**src/common/ppp_pkg.sv**
```systemverilog
/*
 * Constants, encodings and types shared by the parallel programming port.
 * Assumes a 250 MHz core clock; all pin timing is converted from ns here.
 */
package ppp_pkg;
    // ************************************************************
    // Timing
    // ************************************************************
    localparam int CLK_PERIOD_NS = 4;
    localparam int ENTRY_QUIET_NS = 100;
    localparam int ENTRY_QUIET_CYC =
        (ENTRY_QUIET_NS + CLK_PERIOD_NS - 1) / CLK_PERIOD_NS;
    localparam logic [2:0] ENTRY_TOGGLES = 3'h6;

    // ************************************************************
    // Pin encodings
    // ************************************************************
    localparam logic [1:0] ACT_ADDR = 2'h0;
    localparam logic [1:0] ACT_DATA = 2'h1;
    localparam logic [1:0] ACT_CMD = 2'h2;
    localparam logic [1:0] ACT_IDLE = 2'h3;
    localparam logic [1:0] BSEL_LO = 2'h0;
    localparam logic [1:0] BSEL_HI = 2'h1;
    localparam logic [1:0] BSEL_EXT = 2'h2;
    localparam logic [1:0] BSEL_FHI = 2'h3;

    // ************************************************************
    // Command bytes
    // ************************************************************
    localparam logic [7:0] CMD_CHIP_ERASE = 8'h80;
    localparam logic [7:0] CMD_WR_FUSE = 8'h40;
    localparam logic [7:0] CMD_WR_LOCK = 8'h20;
    localparam logic [7:0] CMD_WR_FLASH = 8'h10;
    localparam logic [7:0] CMD_WR_EE = 8'h11;
    localparam logic [7:0] CMD_RD_SIG = 8'h08;
    localparam logic [7:0] CMD_RD_FUSE = 8'h04;
    localparam logic [7:0] CMD_RD_FLASH = 8'h02;
    localparam logic [7:0] CMD_RD_EE = 8'h03;
    localparam logic [7:0] CMD_NOP = 8'h00;

    // ************************************************************
    // Memory layout and reset values
    // ************************************************************
    localparam int PAGE_IDX_W = 6;
    localparam int EE_IDX_W = 2;
    localparam int ADDR_W = 24;
    localparam int KEEP_EE_BIT = 3;
    localparam logic [7:0] ERASED_BYTE = 8'hFF;
    localparam logic [7:0] FUSE_LO_RST = 8'hFF;
    localparam logic [7:0] FUSE_HI_RST = 8'hFF;
    localparam logic [7:0] FUSE_EXT_RST = 8'hFF;
    localparam logic [7:0] LOCK_RST = 8'hFF;
    localparam logic [1:0] SIG_LAST = 2'h2;

    // Operations requested from the nonvolatile array controller.
    typedef enum logic [2:0] {
        PPP_OP_NONE,
        PPP_OP_WR_FLASH,
        PPP_OP_WR_EE,
        PPP_OP_ER_FLASH,
        PPP_OP_ER_EE,
        PPP_OP_RD_FLASH,
        PPP_OP_RD_EE
    } ppp_arr_op_t;
endpackage

```
**src/design/ppp_sync.sv**
```systemverilog
/*
 * Two-flop synchroniser for a group of pins, plus one delayed copy so
 * the user can detect edges on synchronised data only.
 * Assumes each pin is held long enough to be seen by the core clock.
 */
`timescale 1ns/10ps
module ppp_sync #(
    parameter int W = 1
) (
    // Clock and reset
    input wire logic clk,
    input wire logic arst_n,
    // Pins and synchronised copies
    input wire logic [W-1:0] pin,
    output logic [W-1:0] q,
    output logic [W-1:0] q_d
);
    logic [W-1:0] meta_reg;

    always_ff @(posedge clk or negedge arst_n) begin
        if (!arst_n) begin
            meta_reg <= '0;
            q <= '0;
            q_d <= '0;
        end else begin
            meta_reg <= pin;
            q <= meta_reg;
            q_d <= q;
        end
    end
endmodule // ppp_sync

```
**src/design/ppp_mem.sv**
```systemverilog
/*
 * Small single-write, single-read page buffer with registered read data.
 * Assumes the user never reads and writes the same entry in one cycle.
 */
`timescale 1ns/10ps
module ppp_mem #(
    parameter int W = 16,
    parameter int DEPTH = 64,
    parameter int AW = 6
) (
    // Clock and reset
    input wire logic clk,
    input wire logic arst_n,
    // Write port
    input wire logic we,
    input wire logic [AW-1:0] waddr,
    input wire logic [W-1:0] wdata,
    // Read port
    input wire logic [AW-1:0] raddr,
    output logic [W-1:0] rdata
);
    logic [W-1:0] mem [DEPTH];

    if (DEPTH > (1 << AW)) begin : g_chk
        $error("ppp_mem: DEPTH does not fit the address width");
    end

    always_ff @(posedge clk) begin
        if (we) begin
            mem[waddr] <= wdata;
        end
    end

    always_ff @(posedge clk or negedge arst_n) begin
        if (!arst_n) begin
            rdata <= '0;
        end else begin
            rdata <= mem[raddr];
        end
    end
endmodule // ppp_mem

```
**src/design/ppp_top.sv**
```systemverilog
/*
 * Parallel programming port: pin sampling, mode entry, command decode,
 * page buffering, chip erase and the fuse, lock and signature readout.
 * Assumes an array controller on the same clock that answers each
 * request with a one-cycle ack; the high-voltage level is a logic input.
 */
// Operation
// - Strobe clock rise: action 00 address, 01 data, 10 command, 11 nothing.
// - Write or output-enable pulse runs the most recently loaded command.
// - Nine command bytes decode to erase, write and read operations.
// - Ready/busy low during erase or programming, high when ready; fuse and lock writes leave it high.
// - Data bus is input; driven only while output enable is low.
// - Byte-select pair chooses address, data, fuse or readout byte per use.
// - Entry fails if pattern pins change within 100 ns of high voltage.
// - Command and address bytes persist across successive operations.
// - Chip erase clears Flash, EEPROM and locks; fuses stay unchanged.
// - Lock bits reset only after Flash erase has completed.
// - Programmed keep-EEPROM fuse preserves EEPROM during chip erase.
// - Erase: load command, write pulse, busy until done.
// - Flash programmed per 64-word page, word index low six bits.
// - EEPROM paged in four bytes, indexed by low two address bits.
// - Page-latch pulse copies data bytes into buffer at word index.
// - Write pulse with select 00 programs the whole buffered page.
`timescale 1ns/10ps
module ppp_top
    import ppp_pkg::*;
#(
    parameter int PAGE_WORDS = 64,
    parameter int EE_PAGE_BYTES = 4,
    parameter logic [7:0] SIG_BYTE0 = 8'h5A,  // Arbitrary value.
    parameter logic [7:0] SIG_BYTE1 = 8'h3C,  // Arbitrary value.
    parameter logic [7:0] SIG_BYTE2 = 8'hC3,  // Arbitrary value.
    parameter logic [7:0] CAL_BYTE = 8'h80    // Arbitrary value.
) (
    // Clock and reset
    input wire logic clk,
    input wire logic arst_n,
    // Programming pins
    input wire logic reset_pin_n,
    input wire logic hv_level,
    input wire logic strobe_clock_pin,
    input wire logic strobe_action_0,
    input wire logic strobe_action_1,
    input wire logic byte_select_lo,
    input wire logic byte_select_hi,
    input wire logic page_latch_strobe,
    input wire logic wr_n,
    input wire logic oe_n,
    input wire logic [7:0] data_in,
    output logic [7:0] data_out,
    output logic data_oe,
    output logic ready_busy_n,
    // Mode status
    output logic prog_mode,
    // Array controller
    output logic arr_req,
    output ppp_arr_op_t arr_op,
    output logic [ADDR_W-1:0] arr_addr,
    output logic [15:0] arr_wdata,
    input wire logic arr_ack,
    input wire logic [15:0] arr_rdata
);
    // ************************************************************
    // Pin synchronisation
    // ************************************************************
    localparam int NPIN = 18;
    logic [NPIN-1:0] pins;
    logic [NPIN-1:0] s;
    logic [NPIN-1:0] sd;

    if (PAGE_WORDS != (1 << PAGE_IDX_W)) begin : g_chk_pg
        $error("ppp_top: PAGE_WORDS must match the word index width");
    end
    if (EE_PAGE_BYTES != (1 << EE_IDX_W)) begin : g_chk_ee
        $error("ppp_top: EE_PAGE_BYTES must match the EEPROM index width");
    end

    assign pins = {reset_pin_n, hv_level, strobe_clock_pin,
                   strobe_action_1, strobe_action_0,
                   byte_select_hi, byte_select_lo, page_latch_strobe,
                   wr_n, oe_n, data_in};

    // Every pin shares one latency, so data stay aligned with strobes.
    ppp_sync #(.W(NPIN)) u_sync (
        .clk(clk),
        .arst_n(arst_n),
        .pin(pins),
        .q(s),
        .q_d(sd)
    );

    logic rst_s;
    logic hv_s;
    logic [1:0] act_s;
    logic [1:0] bsel_s;
    logic pgl_s;
    logic oe_n_s;
    logic [7:0] data_s;
    logic xt_rise;
    logic pgl_rise;
    logic wr_fall;
    logic oe_fall;
    logic [3:0] pattern;

    assign rst_s = !s[17] && !s[16];
    assign hv_s = s[16];
    assign act_s = s[14:13];
    assign bsel_s = s[12:11];
    assign pgl_s = s[10];
    assign oe_n_s = s[8];
    assign data_s = s[7:0];
    assign xt_rise = s[15] && !sd[15];
    assign pgl_rise = s[10] && !sd[10];
    assign wr_fall = !s[9] && sd[9];
    assign oe_fall = !s[8] && sd[8];
    assign pattern = {pgl_s, act_s, bsel_s[0]};

    // ************************************************************
    // Programming mode entry
    // ************************************************************
    logic [2:0] tog_reg;
    logic fail_reg;
    logic [7:0] quiet_reg;

    always_ff @(posedge clk or negedge arst_n) begin
        if (!arst_n) begin
            tog_reg <= 3'h0;
            fail_reg <= 1'b0;
            quiet_reg <= 8'h00;
            prog_mode <= 1'b0;
        end else if (rst_s) begin
            prog_mode <= 1'b0;
            fail_reg <= 1'b0;
            quiet_reg <= 8'h00;
            if (xt_rise && tog_reg != ENTRY_TOGGLES) begin
                tog_reg <= tog_reg + 3'h1;
            end
        end else if (!hv_s) begin
            prog_mode <= 1'b0;
            tog_reg <= 3'h0;
        end else if (!prog_mode && !fail_reg) begin
            if (tog_reg != ENTRY_TOGGLES || pattern != 4'h0) begin
                fail_reg <= 1'b1;
            end else if (quiet_reg == 8'(ENTRY_QUIET_CYC - 1)) begin
                prog_mode <= 1'b1;
            end else begin
                quiet_reg <= quiet_reg + 8'h01;
            end
        end
    end

    // ************************************************************
    // Command, address and data loading
    // ************************************************************
    typedef enum {
        ST_IDLE, ST_ER_FLASH, ST_ER_EE, ST_ER_LOCK,
        ST_PG_RD, ST_PG_REQ, ST_PG_WAIT, ST_FETCH
    } ppp_state_t;
    ppp_state_t state_reg;
    logic busy;
    logic [7:0] cmd_reg;
    logic [ADDR_W-1:0] addr_reg;
    logic [7:0] dlo_reg;
    logic [7:0] dhi_reg;

    assign busy = (state_reg != ST_IDLE);

    always_ff @(posedge clk or negedge arst_n) begin
        if (!arst_n) begin
            cmd_reg <= CMD_NOP;
            addr_reg <= '0;
            dlo_reg <= 8'h00;
            dhi_reg <= 8'h00;
        end else if (prog_mode && xt_rise && !busy) begin
            unique case (act_s)
                ACT_ADDR: begin
                    if (bsel_s == BSEL_LO) begin
                        addr_reg[7:0] <= data_s;
                    end else if (bsel_s == BSEL_HI) begin
                        addr_reg[15:8] <= data_s;
                    end else if (bsel_s == BSEL_EXT) begin
                        addr_reg[23:16] <= data_s;
                    end
                end
                ACT_DATA: begin
                    if (bsel_s[0]) begin
                        dhi_reg <= data_s;
                    end else begin
                        dlo_reg <= data_s;
                    end
                end
                ACT_CMD: cmd_reg <= data_s;
                ACT_IDLE: begin
                end
            endcase
        end
    end

    // ************************************************************
    // Page buffer
    // ************************************************************
    logic is_flash_cmd;
    logic buf_we;
    logic [PAGE_IDX_W-1:0] buf_waddr;
    logic [15:0] buf_wdata;
    logic [PAGE_IDX_W-1:0] idx_reg;
    logic [15:0] buf_rdata;

    assign is_flash_cmd = (cmd_reg == CMD_WR_FLASH);
    assign buf_we = prog_mode && pgl_rise && !busy
                    && (is_flash_cmd || cmd_reg == CMD_WR_EE);
    assign buf_waddr = is_flash_cmd ? addr_reg[PAGE_IDX_W-1:0]
        : PAGE_IDX_W'(addr_reg[EE_IDX_W-1:0]);
    assign buf_wdata = {dhi_reg, dlo_reg};

    ppp_mem #(.W(16), .DEPTH(PAGE_WORDS), .AW(PAGE_IDX_W)) u_buf (
        .clk(clk),
        .arst_n(arst_n),
        .we(buf_we),
        .waddr(buf_waddr),
        .wdata(buf_wdata),
        .raddr(idx_reg),
        .rdata(buf_rdata)
    );

    // ************************************************************
    // Operation sequencer, fuses and locks
    // ************************************************************
    logic [7:0] fuse_lo_reg;
    logic [7:0] fuse_hi_reg;
    logic [7:0] fuse_ext_reg;
    logic [7:0] lock_reg;
    logic [15:0] rd_word_reg;
    logic pg_flash_reg;
    logic [PAGE_IDX_W-1:0] last_idx;
    logic [ADDR_W-1:0] pg_addr;

    assign last_idx = pg_flash_reg ? PAGE_IDX_W'(PAGE_WORDS - 1)
                                   : PAGE_IDX_W'(EE_PAGE_BYTES - 1);
    assign pg_addr = pg_flash_reg
        ? {addr_reg[ADDR_W-1:PAGE_IDX_W], idx_reg}
        : {addr_reg[ADDR_W-1:EE_IDX_W], idx_reg[EE_IDX_W-1:0]};

    always_ff @(posedge clk or negedge arst_n) begin
        if (!arst_n) begin
            state_reg <= ST_IDLE;
            fuse_lo_reg <= FUSE_LO_RST;
            fuse_hi_reg <= FUSE_HI_RST;
            fuse_ext_reg <= FUSE_EXT_RST;
            lock_reg <= LOCK_RST;
            rd_word_reg <= 16'h0000;
            pg_flash_reg <= 1'b0;
            idx_reg <= '0;
            arr_req <= 1'b0;
            arr_op <= PPP_OP_NONE;
            arr_addr <= '0;
            arr_wdata <= 16'h0000;
        end else begin
            arr_req <= 1'b0;
            unique case (state_reg)
                ST_IDLE: begin
                    if (prog_mode && wr_fall) begin
                        if (cmd_reg == CMD_CHIP_ERASE) begin
                            arr_req <= 1'b1;
                            arr_op <= PPP_OP_ER_FLASH;
                            state_reg <= ST_ER_FLASH;
                        end else if ((is_flash_cmd || cmd_reg == CMD_WR_EE)
                                     && bsel_s == BSEL_LO) begin
                            pg_flash_reg <= is_flash_cmd;
                            idx_reg <= '0;
                            state_reg <= ST_PG_RD;
                        end else if (cmd_reg == CMD_WR_FUSE) begin
                            if (bsel_s == BSEL_LO) begin
                                fuse_lo_reg <= dlo_reg;
                            end else if (bsel_s == BSEL_HI) begin
                                fuse_hi_reg <= dlo_reg;
                            end else if (bsel_s == BSEL_EXT) begin
                                fuse_ext_reg <= dlo_reg;
                            end
                        end else if (cmd_reg == CMD_WR_LOCK) begin
                            // Lock bits only program; erase clears them.
                            lock_reg <= lock_reg & dlo_reg;
                        end
                    end else if (prog_mode && oe_fall
                                 && (cmd_reg == CMD_RD_FLASH
                                     || cmd_reg == CMD_RD_EE)) begin
                        arr_req <= 1'b1;
                        arr_op <= (cmd_reg == CMD_RD_FLASH)
                                  ? PPP_OP_RD_FLASH : PPP_OP_RD_EE;
                        arr_addr <= addr_reg;
                        state_reg <= ST_FETCH;
                    end
                end
                ST_ER_FLASH: begin
                    if (arr_ack) begin
                        if (!fuse_hi_reg[KEEP_EE_BIT]) begin
                            state_reg <= ST_ER_LOCK;
                        end else begin
                            arr_req <= 1'b1;
                            arr_op <= PPP_OP_ER_EE;
                            state_reg <= ST_ER_EE;
                        end
                    end
                end
                ST_ER_EE: begin
                    if (arr_ack) begin
                        state_reg <= ST_ER_LOCK;
                    end
                end
                ST_ER_LOCK: begin
                    lock_reg <= LOCK_RST;
                    state_reg <= ST_IDLE;
                end
                ST_PG_RD: state_reg <= ST_PG_REQ;
                ST_PG_REQ: begin
                    arr_req <= 1'b1;
                    arr_op <= pg_flash_reg ? PPP_OP_WR_FLASH
                                           : PPP_OP_WR_EE;
                    arr_addr <= pg_addr;
                    arr_wdata <= pg_flash_reg ? buf_rdata
                                 : {ERASED_BYTE, buf_rdata[7:0]};
                    state_reg <= ST_PG_WAIT;
                end
                ST_PG_WAIT: begin
                    if (arr_ack) begin
                        if (idx_reg == last_idx) begin
                            state_reg <= ST_IDLE;
                        end else begin
                            idx_reg <= idx_reg + 1'b1;
                            state_reg <= ST_PG_RD;
                        end
                    end
                end
                ST_FETCH: begin
                    if (arr_ack) begin
                        rd_word_reg <= arr_rdata;
                        state_reg <= ST_IDLE;
                    end
                end
            endcase
        end
    end

    // ************************************************************
    // Ready/busy and data bus
    // ************************************************************
    logic [7:0] rd_byte;

    always_comb begin
        rd_byte = 8'h00;
        unique case (cmd_reg)
            CMD_RD_SIG: begin
                if (bsel_s[0]) begin
                    rd_byte = CAL_BYTE;
                end else if (addr_reg[1:0] == 2'h0) begin
                    rd_byte = SIG_BYTE0;
                end else if (addr_reg[1:0] == 2'h1) begin
                    rd_byte = SIG_BYTE1;
                end else if (addr_reg[1:0] == SIG_LAST) begin
                    rd_byte = SIG_BYTE2;
                end
            end
            CMD_RD_FUSE: begin
                unique case (bsel_s)
                    BSEL_LO: rd_byte = fuse_lo_reg;
                    BSEL_HI: rd_byte = lock_reg;
                    BSEL_EXT: rd_byte = fuse_ext_reg;
                    BSEL_FHI: rd_byte = fuse_hi_reg;
                endcase
            end
            CMD_RD_FLASH: rd_byte = bsel_s[0] ? rd_word_reg[15:8]
                                              : rd_word_reg[7:0];
            CMD_RD_EE: rd_byte = rd_word_reg[7:0];
            default: rd_byte = 8'h00;
        endcase
    end

    always_ff @(posedge clk or negedge arst_n) begin
        if (!arst_n) begin
            ready_busy_n <= 1'b1;
            data_out <= 8'h00;
            data_oe <= 1'b0;
        end else begin
            // A fetch is not reported as busy; it ends in a few cycles.
            ready_busy_n <= !busy || state_reg == ST_FETCH;
            data_out <= rd_byte;
            data_oe <= prog_mode && !oe_n_s;
        end
    end
endmodule // ppp_top

```
**config.mk**
```make
export PLATFORM = sky130hd
export DESIGN_NAME = ppp_top
export DESIGN_NICKNAME = d
export VERILOG_FILES = /design/src/common/ppp_pkg.sv /design/src/design/ppp_sync.sv /design/src/design/ppp_mem.sv /design/src/design/ppp_top.sv
export SDC_FILE = /design/constraint.sdc
export NUM_CORES = 1
export LEC_CHECK = 0
export BUFFER_PORTS_ARGS = -buffer_cell sky130_fd_sc_hd__buf_2
export CORE_MARGIN = 2
export CORE_UTILIZATION = 56
export CTS_BUF_LIST = sky130_fd_sc_hd__clkbuf_16
export DETAILED_ROUTE_END_ITERATION = 12
export GPL_ROUTABILITY_DRIVEN = 0
export HOLD_SLACK_MARGIN = 0.12
export PLACE_DENSITY = 0.73
export SLEW_MARGIN = 25
export SYNTH_ARGS = -nofsm -noshare
export SYNTH_HDL_FRONTEND = slang
export SYNTH_SLANG_ARGS = --single-unit
```
**constraint.sdc**
```tcl
create_clock -name clk -period 2.6 [get_ports clk]
set_input_delay 0.39 -clock clk [delete_from_list [all_inputs] [get_ports clk]]
set_output_delay 0.39 -clock clk [all_outputs]
set_load 0.005 [all_outputs]
```
==> summary.md, run 1 <==
| Metric | Value |
|---|---|
| Power Internal | `35.3 mW` |
| CTS root buf | `clkbuf_16` |
| Synth Area in Simple Gates | `0.0324` |
| Design area | `between 50000 and 60000 um^2` |
| Top cell type's share of synthesized area | `0.633` |
| FF-to-FF setup slack | `about 58 ps` |
| CP Class | `flop to flop` |
| Psw | `approximately 12 mW` |
| Fmax | `a little under 400 MHz` |
| Actual slew at the worst max-slew pin | `811 ps` |
| Site Rows | `~110` |
| Most frequent CP cell | `mux4_2` |
| Detail Route Antenna Nets | `0` |
| Share of cells above drive strength 1 | `0.343` |
| Grt ovf | `0` |
| Syn nets | `between 2000 and 2500` |
| Syn avg cell area | `around 20 um^2` |
| Post-synthesis register bit count | `roughly 1300` |
| Asr flop ratio synth | `0.183` |
| Slew Viols, Final | `0` |
| Tcrit/Tclk final | `0.978` |
| Fin worst setup slack | `58.2 ps` |
| Initial antenna violation count | `7` |
| Die footprint | `about 90000 um^2` |
| Largest register FFs | `between 1000 and 1500` |
| CP Capture Point | `u_buf.rdata[6]` |
| Worst-Skew Late Latency | `700 ps` |
| Router iterations before antenna repair | `5` |
| CORE AREA | `between 80000 and 90000 um^2` |
| Slowest-stage cell, CP | `mux4_2` |
| RSZ-0062 raised after global routing | `true` |
| Worst endpoint required time | `approximately 3100 ps` |
| Placed Area | `roughly 53000 um^2` |
| Setup WS pre-CTS | `-408 ps` |
| Maximum vdd drop | `~0.7 mV` |
| Clock power share | `0.361` |
| CTS tree | `built` |
| Leakage power | `17.3 nW` |
| Iteration-0 DRC count of the detailed router | `roughly 3000` |
| Nets | `between 2000 and 3000` |
| CP Capture Type | `flop` |
| Initial Util | `0.562` |
| H-tree depth | `3` |
| Cell depth of the worst flop-to-flop path | `6` |
| List of most frequent post-synthesis cells | `edfxtp_1, mux4_2, dfrtp_1, mux2_2, nor2_1` |
| Most frequent cell after synthesis | `edfxtp_1` |
| Slew HR | `0.459` |
| Synth area leaders | `edfxtp_1, mux4_2, dfrtp_1` |
| Worst-path fanout max | `9` |
| Post-Synth Adder-Cell Area | `0.00129` |
| Min cycle time layout | `roughly 2500 ps` |
| Clock transition at the registers of the reported paths | `~70 ps` |
| Post-DR vias/cell | `between 6 and 7` |
| Count of different cell masters after synthesis | `76` |
| Routed len/inst | `slightly below 30 um` |
| Logic pwr share | `0.169` |
| Endpoints failing setup | `0` |
| Fin Clk Skew | `between 20 and 30 ps` |
| Post-DP HPWL | `a little over 70000 um` |
| Pwr dens | `between 800 and 900 nW/um^2` |
| Clock Sinks | `roughly 1300` |
| XOR/XNOR Fraction of Synth Area | `0.00108` |
| IO buf count | `91` |
| Number of global-route vias before repair | `about 27000` |
| Proportion of synthesized area in mux cells | `0.163` |
| CTS buffer count | `119` |
| Seq/Total Area, Yosys | `0.752` |
| Post-Syn Instances | `2432` |
| Worst reg2reg path startpoint | `idx_reg[0]` |
| Die Y | `298 um` |
| Main synth FF type | `edfxtp_1` |
| Final Core Density | `0.666` |
| Main combinational cell family by area after synthesis | `multiplexers` |
| EDFF count, synth | `between 1000 and 1500` |
| Crit. Startpoint | `idx_reg[0]` |
| Syn Std Cell Area | `~49000 um^2` |
| Setup crit start kind | `flop` |
| Flop pwr share | `0.470` |
| Total track usage | `0.266` |
| # IOs | `around 90` |
| Max-Cap Viols | `0` |
| Post-synth top area cell | `edfxtp_1` |
| Crit path largest cell delay | `between 500 and 600 ps` |
| DRC errors left | `0` |
| Via Count | `between 20000 and 30000` |
| Outcome | `completed` |
| Sw Ratio | `0.255` |
| FF-to-FF End | `u_buf.rdata[6]` |
| First-pass GRT wire length | `between 150000 and 200000 um` |
| Die W | `298 um` |
| Hold Violations, Final | `0` |
| Synth Warn # | `0` |
| Pin count of the biggest net entering global routing | `78` |
| Compound-Gate Fraction of Synth Area | `0.0365` |
| WP data arrival | `3080 ps` |
| Area delta synth->final | `18.4%` |
| Cells along the critical path | `buf_12 > mux4_2 > mux4_2 > and2_1 > a211oi_1 > a31oi_1` |
| CTS Buffer Depth | `3` |
| Post-Route WL | `about 120000 um` |
| HP Class | `input port to async pin` |
==> worst min path at each step <==
stage	from	depth (start not counted)	slack [ps]	end
after CTS	arst_n	2	250	prog_mode
after global routing	arst_n	2	280	rd_word_reg[15]
after floorplan	arst_n	0	90	addr_reg[0]
after global placement	u_sync.meta_reg[4]	0	330	u_sync.q[4]
final	arst_n	2	240	quiet_reg[0]
after detailed placement	u_sync.meta_reg[4]	0	340	u_sync.q[4]
==> per-layer routing <==
layer	GRT usage	part of all wire
met5	0	0.00022
met2	0.446	0.51
met4	0.0832	0.031
met1	0.358	0.38
met3	0.0483	0.079
==> what timing repair did <==
item                       in CTS  in global routing
gates resized for setup        18                 26
setup endpoints to repair     468                853
buffers inserted                0                  7
hold buffers                   36                  0
hold endpoints to repair      110                  0
pin swaps                       0                  3
gates cloned                    2                  2
==> critical path, delay by kind of cell (launching register included) <==
kind                   cells  cell delay [ps]
AO/OA/AOI/OAI              2              380
multiplexers               2             1090
buffers and inverters      1              160
flip-flops                 1              470
AND/OR/NAND/NOR            1              290
==> metrics by stage <==
step                power [mW]  cells  hold WS (ps)  TNS [ps]
floorplan                 27.4   2432          94.4   -113780
global placement          30.0   3802           334    -20680
detailed placement        30.2   3802           336    -24010
CTS                       47.5   4059           248         0
global route              48.9   4068           279      -942
finish                    47.4   4069           240         0
==> cell type report <==
cell class | count | area, um^2
Antenna cell | 1 | 2.50
Tap cell | 1155 | 1450
Clock inverter | 97 | 847
Inverter | 28 | 105
Timing Repair Buffer | 380 | 3970
Clock buffer | 122 | 3050
Multi-Input combinational cell | 1033 | 11500
Fill cell | 5357 | 28900
Sequential cell | 1253 | 36600
==> layout by cell type (no fill, tap or decap), types with 17 or more instances in the layout <==
cell type / instances
clkinv_2: 17
o21ai_0: 34
inv_1: 47
mux2_2: 139
a21oi_1: 31
mux2_1: 20
dfrtp_2: 19
mux4_2: 236
nor2b_1: 22
buf_4: 155
nand3_1: 29
edfxtp_1: 1024
dfrtp_1: 174
o22ai_1: 18
nor2_1: 87
dlygate4sd3_1: 36
clkinv_1: 23
a22o_1: 18
clkbuf_16: 124
nand2_1: 67
nor2_2: 21
a211oi_1: 20
buf_12: 85
mux2i_1: 80
dfstp_2: 33
o221ai_1: 19
buf_2: 90
==> power by group through the flow <==
stage	Sequential, mW	Clock, mW	Combinational [mW]
2_1_floorplan	22.5	0	4.96
3_3_place_gp	22.6	0	7.38
3_5_place_dp	22.7	0	7.51
4_1_cts	22.3	17.3	7.90
5_1_grt	22.3	18.1	8.48
6_report	22.3	17.1	8.03
==> cells by family after synthesis <==
family,count (synthesis)
buffers and inverters,146
adders and majority gates,5
xor gates and xnor gates,6
and+or+nand+nor,309
AOI/OAI and AO/OA,238
muxes,475
DFF,1253
No activity file was read; power rests on OpenSTA's default activity.
==> run 2: changes to the inputs <==
--- a/config.mk
+++ b/config.mk
@@ -6,13 +6,16 @@
 export NUM_CORES = 1
 export LEC_CHECK = 0
 export BUFFER_PORTS_ARGS = -buffer_cell sky130_fd_sc_hd__buf_2
+export CELL_PAD_IN_SITES_DETAIL_PLACEMENT = 0
+export CELL_PAD_IN_SITES_GLOBAL_PLACEMENT = 2
+export CORE_ASPECT_RATIO = 0.5
 export CORE_MARGIN = 2
-export CORE_UTILIZATION = 56
+export CORE_UTILIZATION = 45
 export CTS_BUF_LIST = sky130_fd_sc_hd__clkbuf_16
 export DETAILED_ROUTE_END_ITERATION = 12
 export GPL_ROUTABILITY_DRIVEN = 0
 export HOLD_SLACK_MARGIN = 0.12
-export PLACE_DENSITY = 0.73
+export PLACE_DENSITY = 0.74
 export SLEW_MARGIN = 25
 export SYNTH_ARGS = -nofsm -noshare
 export SYNTH_HDL_FRONTEND = slang
==> run 2 against run 1 <==
Against the previous run: the flow now finishes with violations (negative setup slack); power decreased by 1.1%; utilization fell by 13 points; wire length grew 5.5%; sequential power about the same; register-to-register slack got worse by 80 ps; worst hold slack improved by 18 ps; clock skew up 7.3 ps; critical path type unchanged; critical endpoint is now u_buf.rdata[5]; setup slack got worse by 84 ps; cell area is 0.61% higher.
==> summary.md, run 2 (synthesis results as in run 1) <==
| Metric | Value |
|---|---|
| Detail Route Antenna Nets | `0` |
| Worst endpoint required time | `about 3200 ps` |
| Met1 usage | `0.329` |
| Leakage power | `~17 nW` |
| First-pass GRT wire length | `about 180000 um` |
| GR met3 Demand/Resource | `0.0553` |
| Min cycle time layout | `2630 ps` |
| DRC errors left | `0` |
| Pwr dens | `roughly 810 nW/um^2` |
| Fmax | `~380 MHz` |
| Initial antenna violation count | `7` |
| CTS buffer count | `between 100 and 150` |
| Actual slew at the worst max-slew pin | `between 900 and 1000 ps` |
| WP data arrival | `around 3200 ps` |
| CTS Buffer Depth | `3` |
| Post-Route WL | `approximately 120000 um` |
| Cells along the critical path | `buf_12 > buf_6 > mux4_2 > and4_1 > o311ai_0 > o311ai_0` |
| Cell depth of the worst flop-to-flop path | `6` |
| CP Class | `flop to flop` |
| Initial Util | `0.453` |
| Via Count | `approximately 25000` |
| Largest register FFs | `between 1000 and 1500` |
| Most frequent cells in the layout | `edfxtp_1, mux4_2, dfrtp_1` |
| Most frequent CP cell | `o311ai_0` |
| Endpoints failing setup | `2` |
| Router iterations before antenna repair | `6` |
| Pin count of the biggest net entering global routing | `slightly below 80` |
| Area delta synth->final | `19.1%` |
| Share of cells above drive strength 1 | `0.349` |
| Fin Clk Skew | `33.3 ps` |
| Met2 GRT Util | `0.342` |
| Most common cell after layout, fill and taps aside | `edfxtp_1` |
| Clock Sinks | `between 1000 and 1500` |
| Nets | `between 2000 and 3000` |
| Maximum vdd drop | `a little under 0.6 mV` |
| GRT Max-Usage Layer | `met2` |
| Slew Viols, Final | `0` |
| Final Core Density | `0.539` |
| Placed Area | `~54000 um^2` |
| Routed len/inst | `28.5 um` |
| Slew HR | `0.369` |
| Slowest-stage cell, CP | `dfrtp_4` |
| Setup crit start kind | `flop` |
| Tcrit/Tclk final | `1.01` |
| HP Class | `input port to async pin` |
| Number of global-route vias before repair | `25800` |
| Die W | `~470 um` |
| CORE AREA | `~110000 um^2` |
| Max-Cap Viols | `0` |
| H-tree depth | `3` |
| CP Capture Type | `flop` |
| Post-route insts no fill | `about 4400` |
| Hold Violations, Final | `0` |
| Placed insts | `4103` |
| Antenna diode instance count | `0` |
| Grt ovf | `0` |
| Design area | `around 58000 um^2` |
| Crit. Startpoint | `idx_reg[0]` |
| Worst-Skew Late Latency | `740 ps` |
| Crit path largest cell delay | `approximately 540 ps` |
| Worst reg2reg path startpoint | `idx_reg[0]` |
| # IOs | `just over 90` |
| Site Rows | `85` |
| Outcome | `finished, violations left` |
| CTS tree | `built` |
| Failing checks | `negative setup slack` |
| Fin worst setup slack | `-25.5 ps` |
| RSZ-0062 raised after global routing | `true` |
| Worst-path fanout max | `16` |
| CTS root buf | `clkbuf_16` |
| Post-DP HPWL | `78700 um` |
| Total track usage | `0.225` |
| Die Y | `approximately 240 um` |
| Post-DR vias/cell | `5.84` |
| Die footprint | `about 110000 um^2` |
| Clock transition at the registers of the reported paths | `70 ps` |
| IO buf count | `91` |
| Iteration-0 DRC count of the detailed router | `2743` |
run 2: cell count changes in the layout (fill, tap and decap cells not counted), moves of 3 or more:
cell and change:
clkbuf_16 -10, o221ai_2 +8, clkinv_2 +3, o221ai_1 -8
o21ai_0 -3, clkinvlp_4 -7, buf_12 +10, o311ai_1 -5
inv_6 -4, clkinv_4 -3, o311ai_2 +4, a221oi_1 +4
buf_4 +14, inv_1 +6
run 2: path summary, 6_finish.rpt:
path	end	slack (ps)
min reg2reg	u_sync.q[17]	350
min	quiet_reg[0]	260
min in group clk	u_sync.meta_reg[4]	310
max in group asynchronous	lock_reg[4]	1630
max	u_buf.rdata[5]	-30
max reg2reg	u_buf.rdata[5]	-30
run 2: metal layers:
metal | vias to the layer above | share of wire
met3 | 156 | 0.080
li1 | 10700 | -
met1 | 13600 | 0.44
met4 | 0 | 0.020
met5 | - | 0
met2 | 940 | 0.46
run 2: area by class of cell:
| cell class | count | area, um^2 |
|---|---|---|
| flip-flops and latches | 1253 | 36600 |
| fillers | 8276 | 49500 |
| multi-input cells | 1033 | 11600 |
| clock inverters | 93 | 774 |
| clock buffers | 110 | 2750 |
| inverters | 28 | 105 |
| repair buffers | 402 | 4230 |
| well taps | 1435 | 1800 |
run 2: report_power, final:
group          switching [mW]  leakage, nW  total [mW]  internal, mW
Sequential              0.419         9.82        22.3          21.9
Clock                    7.36         1.83        16.2          8.81
Combinational            4.57         5.73        8.39          3.82
Total                    12.3         17.4        46.9          34.5
run 2: critical path: cells and delay by family (launching register included):
family | cells | cell delay [ps]
AND/OR/NAND/NOR | 1 | 220
buffers and inverters | 2 | 430
multiplexers | 1 | 510
AO/OA/AOI/OAI | 2 | 700
flip-flops | 1 | 540
run 2: what timing repair did:
item	4_1_cts	5_1_grt
gates resized for setup	23	39
hold endpoints to repair	218	0
cloned	0	4
pin swaps	0	2
hold buffers	36	0
endpoints found under the setup margin	29	728
buffers inserted	0	8
run 2: through the flow:
step	worst slack [ps]	hold WS (ps)	total power, mW	TNS, ps
after global routing	-56.1	273	48.5	-197
final	-25.5	257	46.9	-43.7
after CTS	1.50	238	47.0	0
after global placement	-701	333	30.8	-1450
after detailed placement	-709	335	30.8	-1870
after floorplan	-189	94.4	27.4	-113780
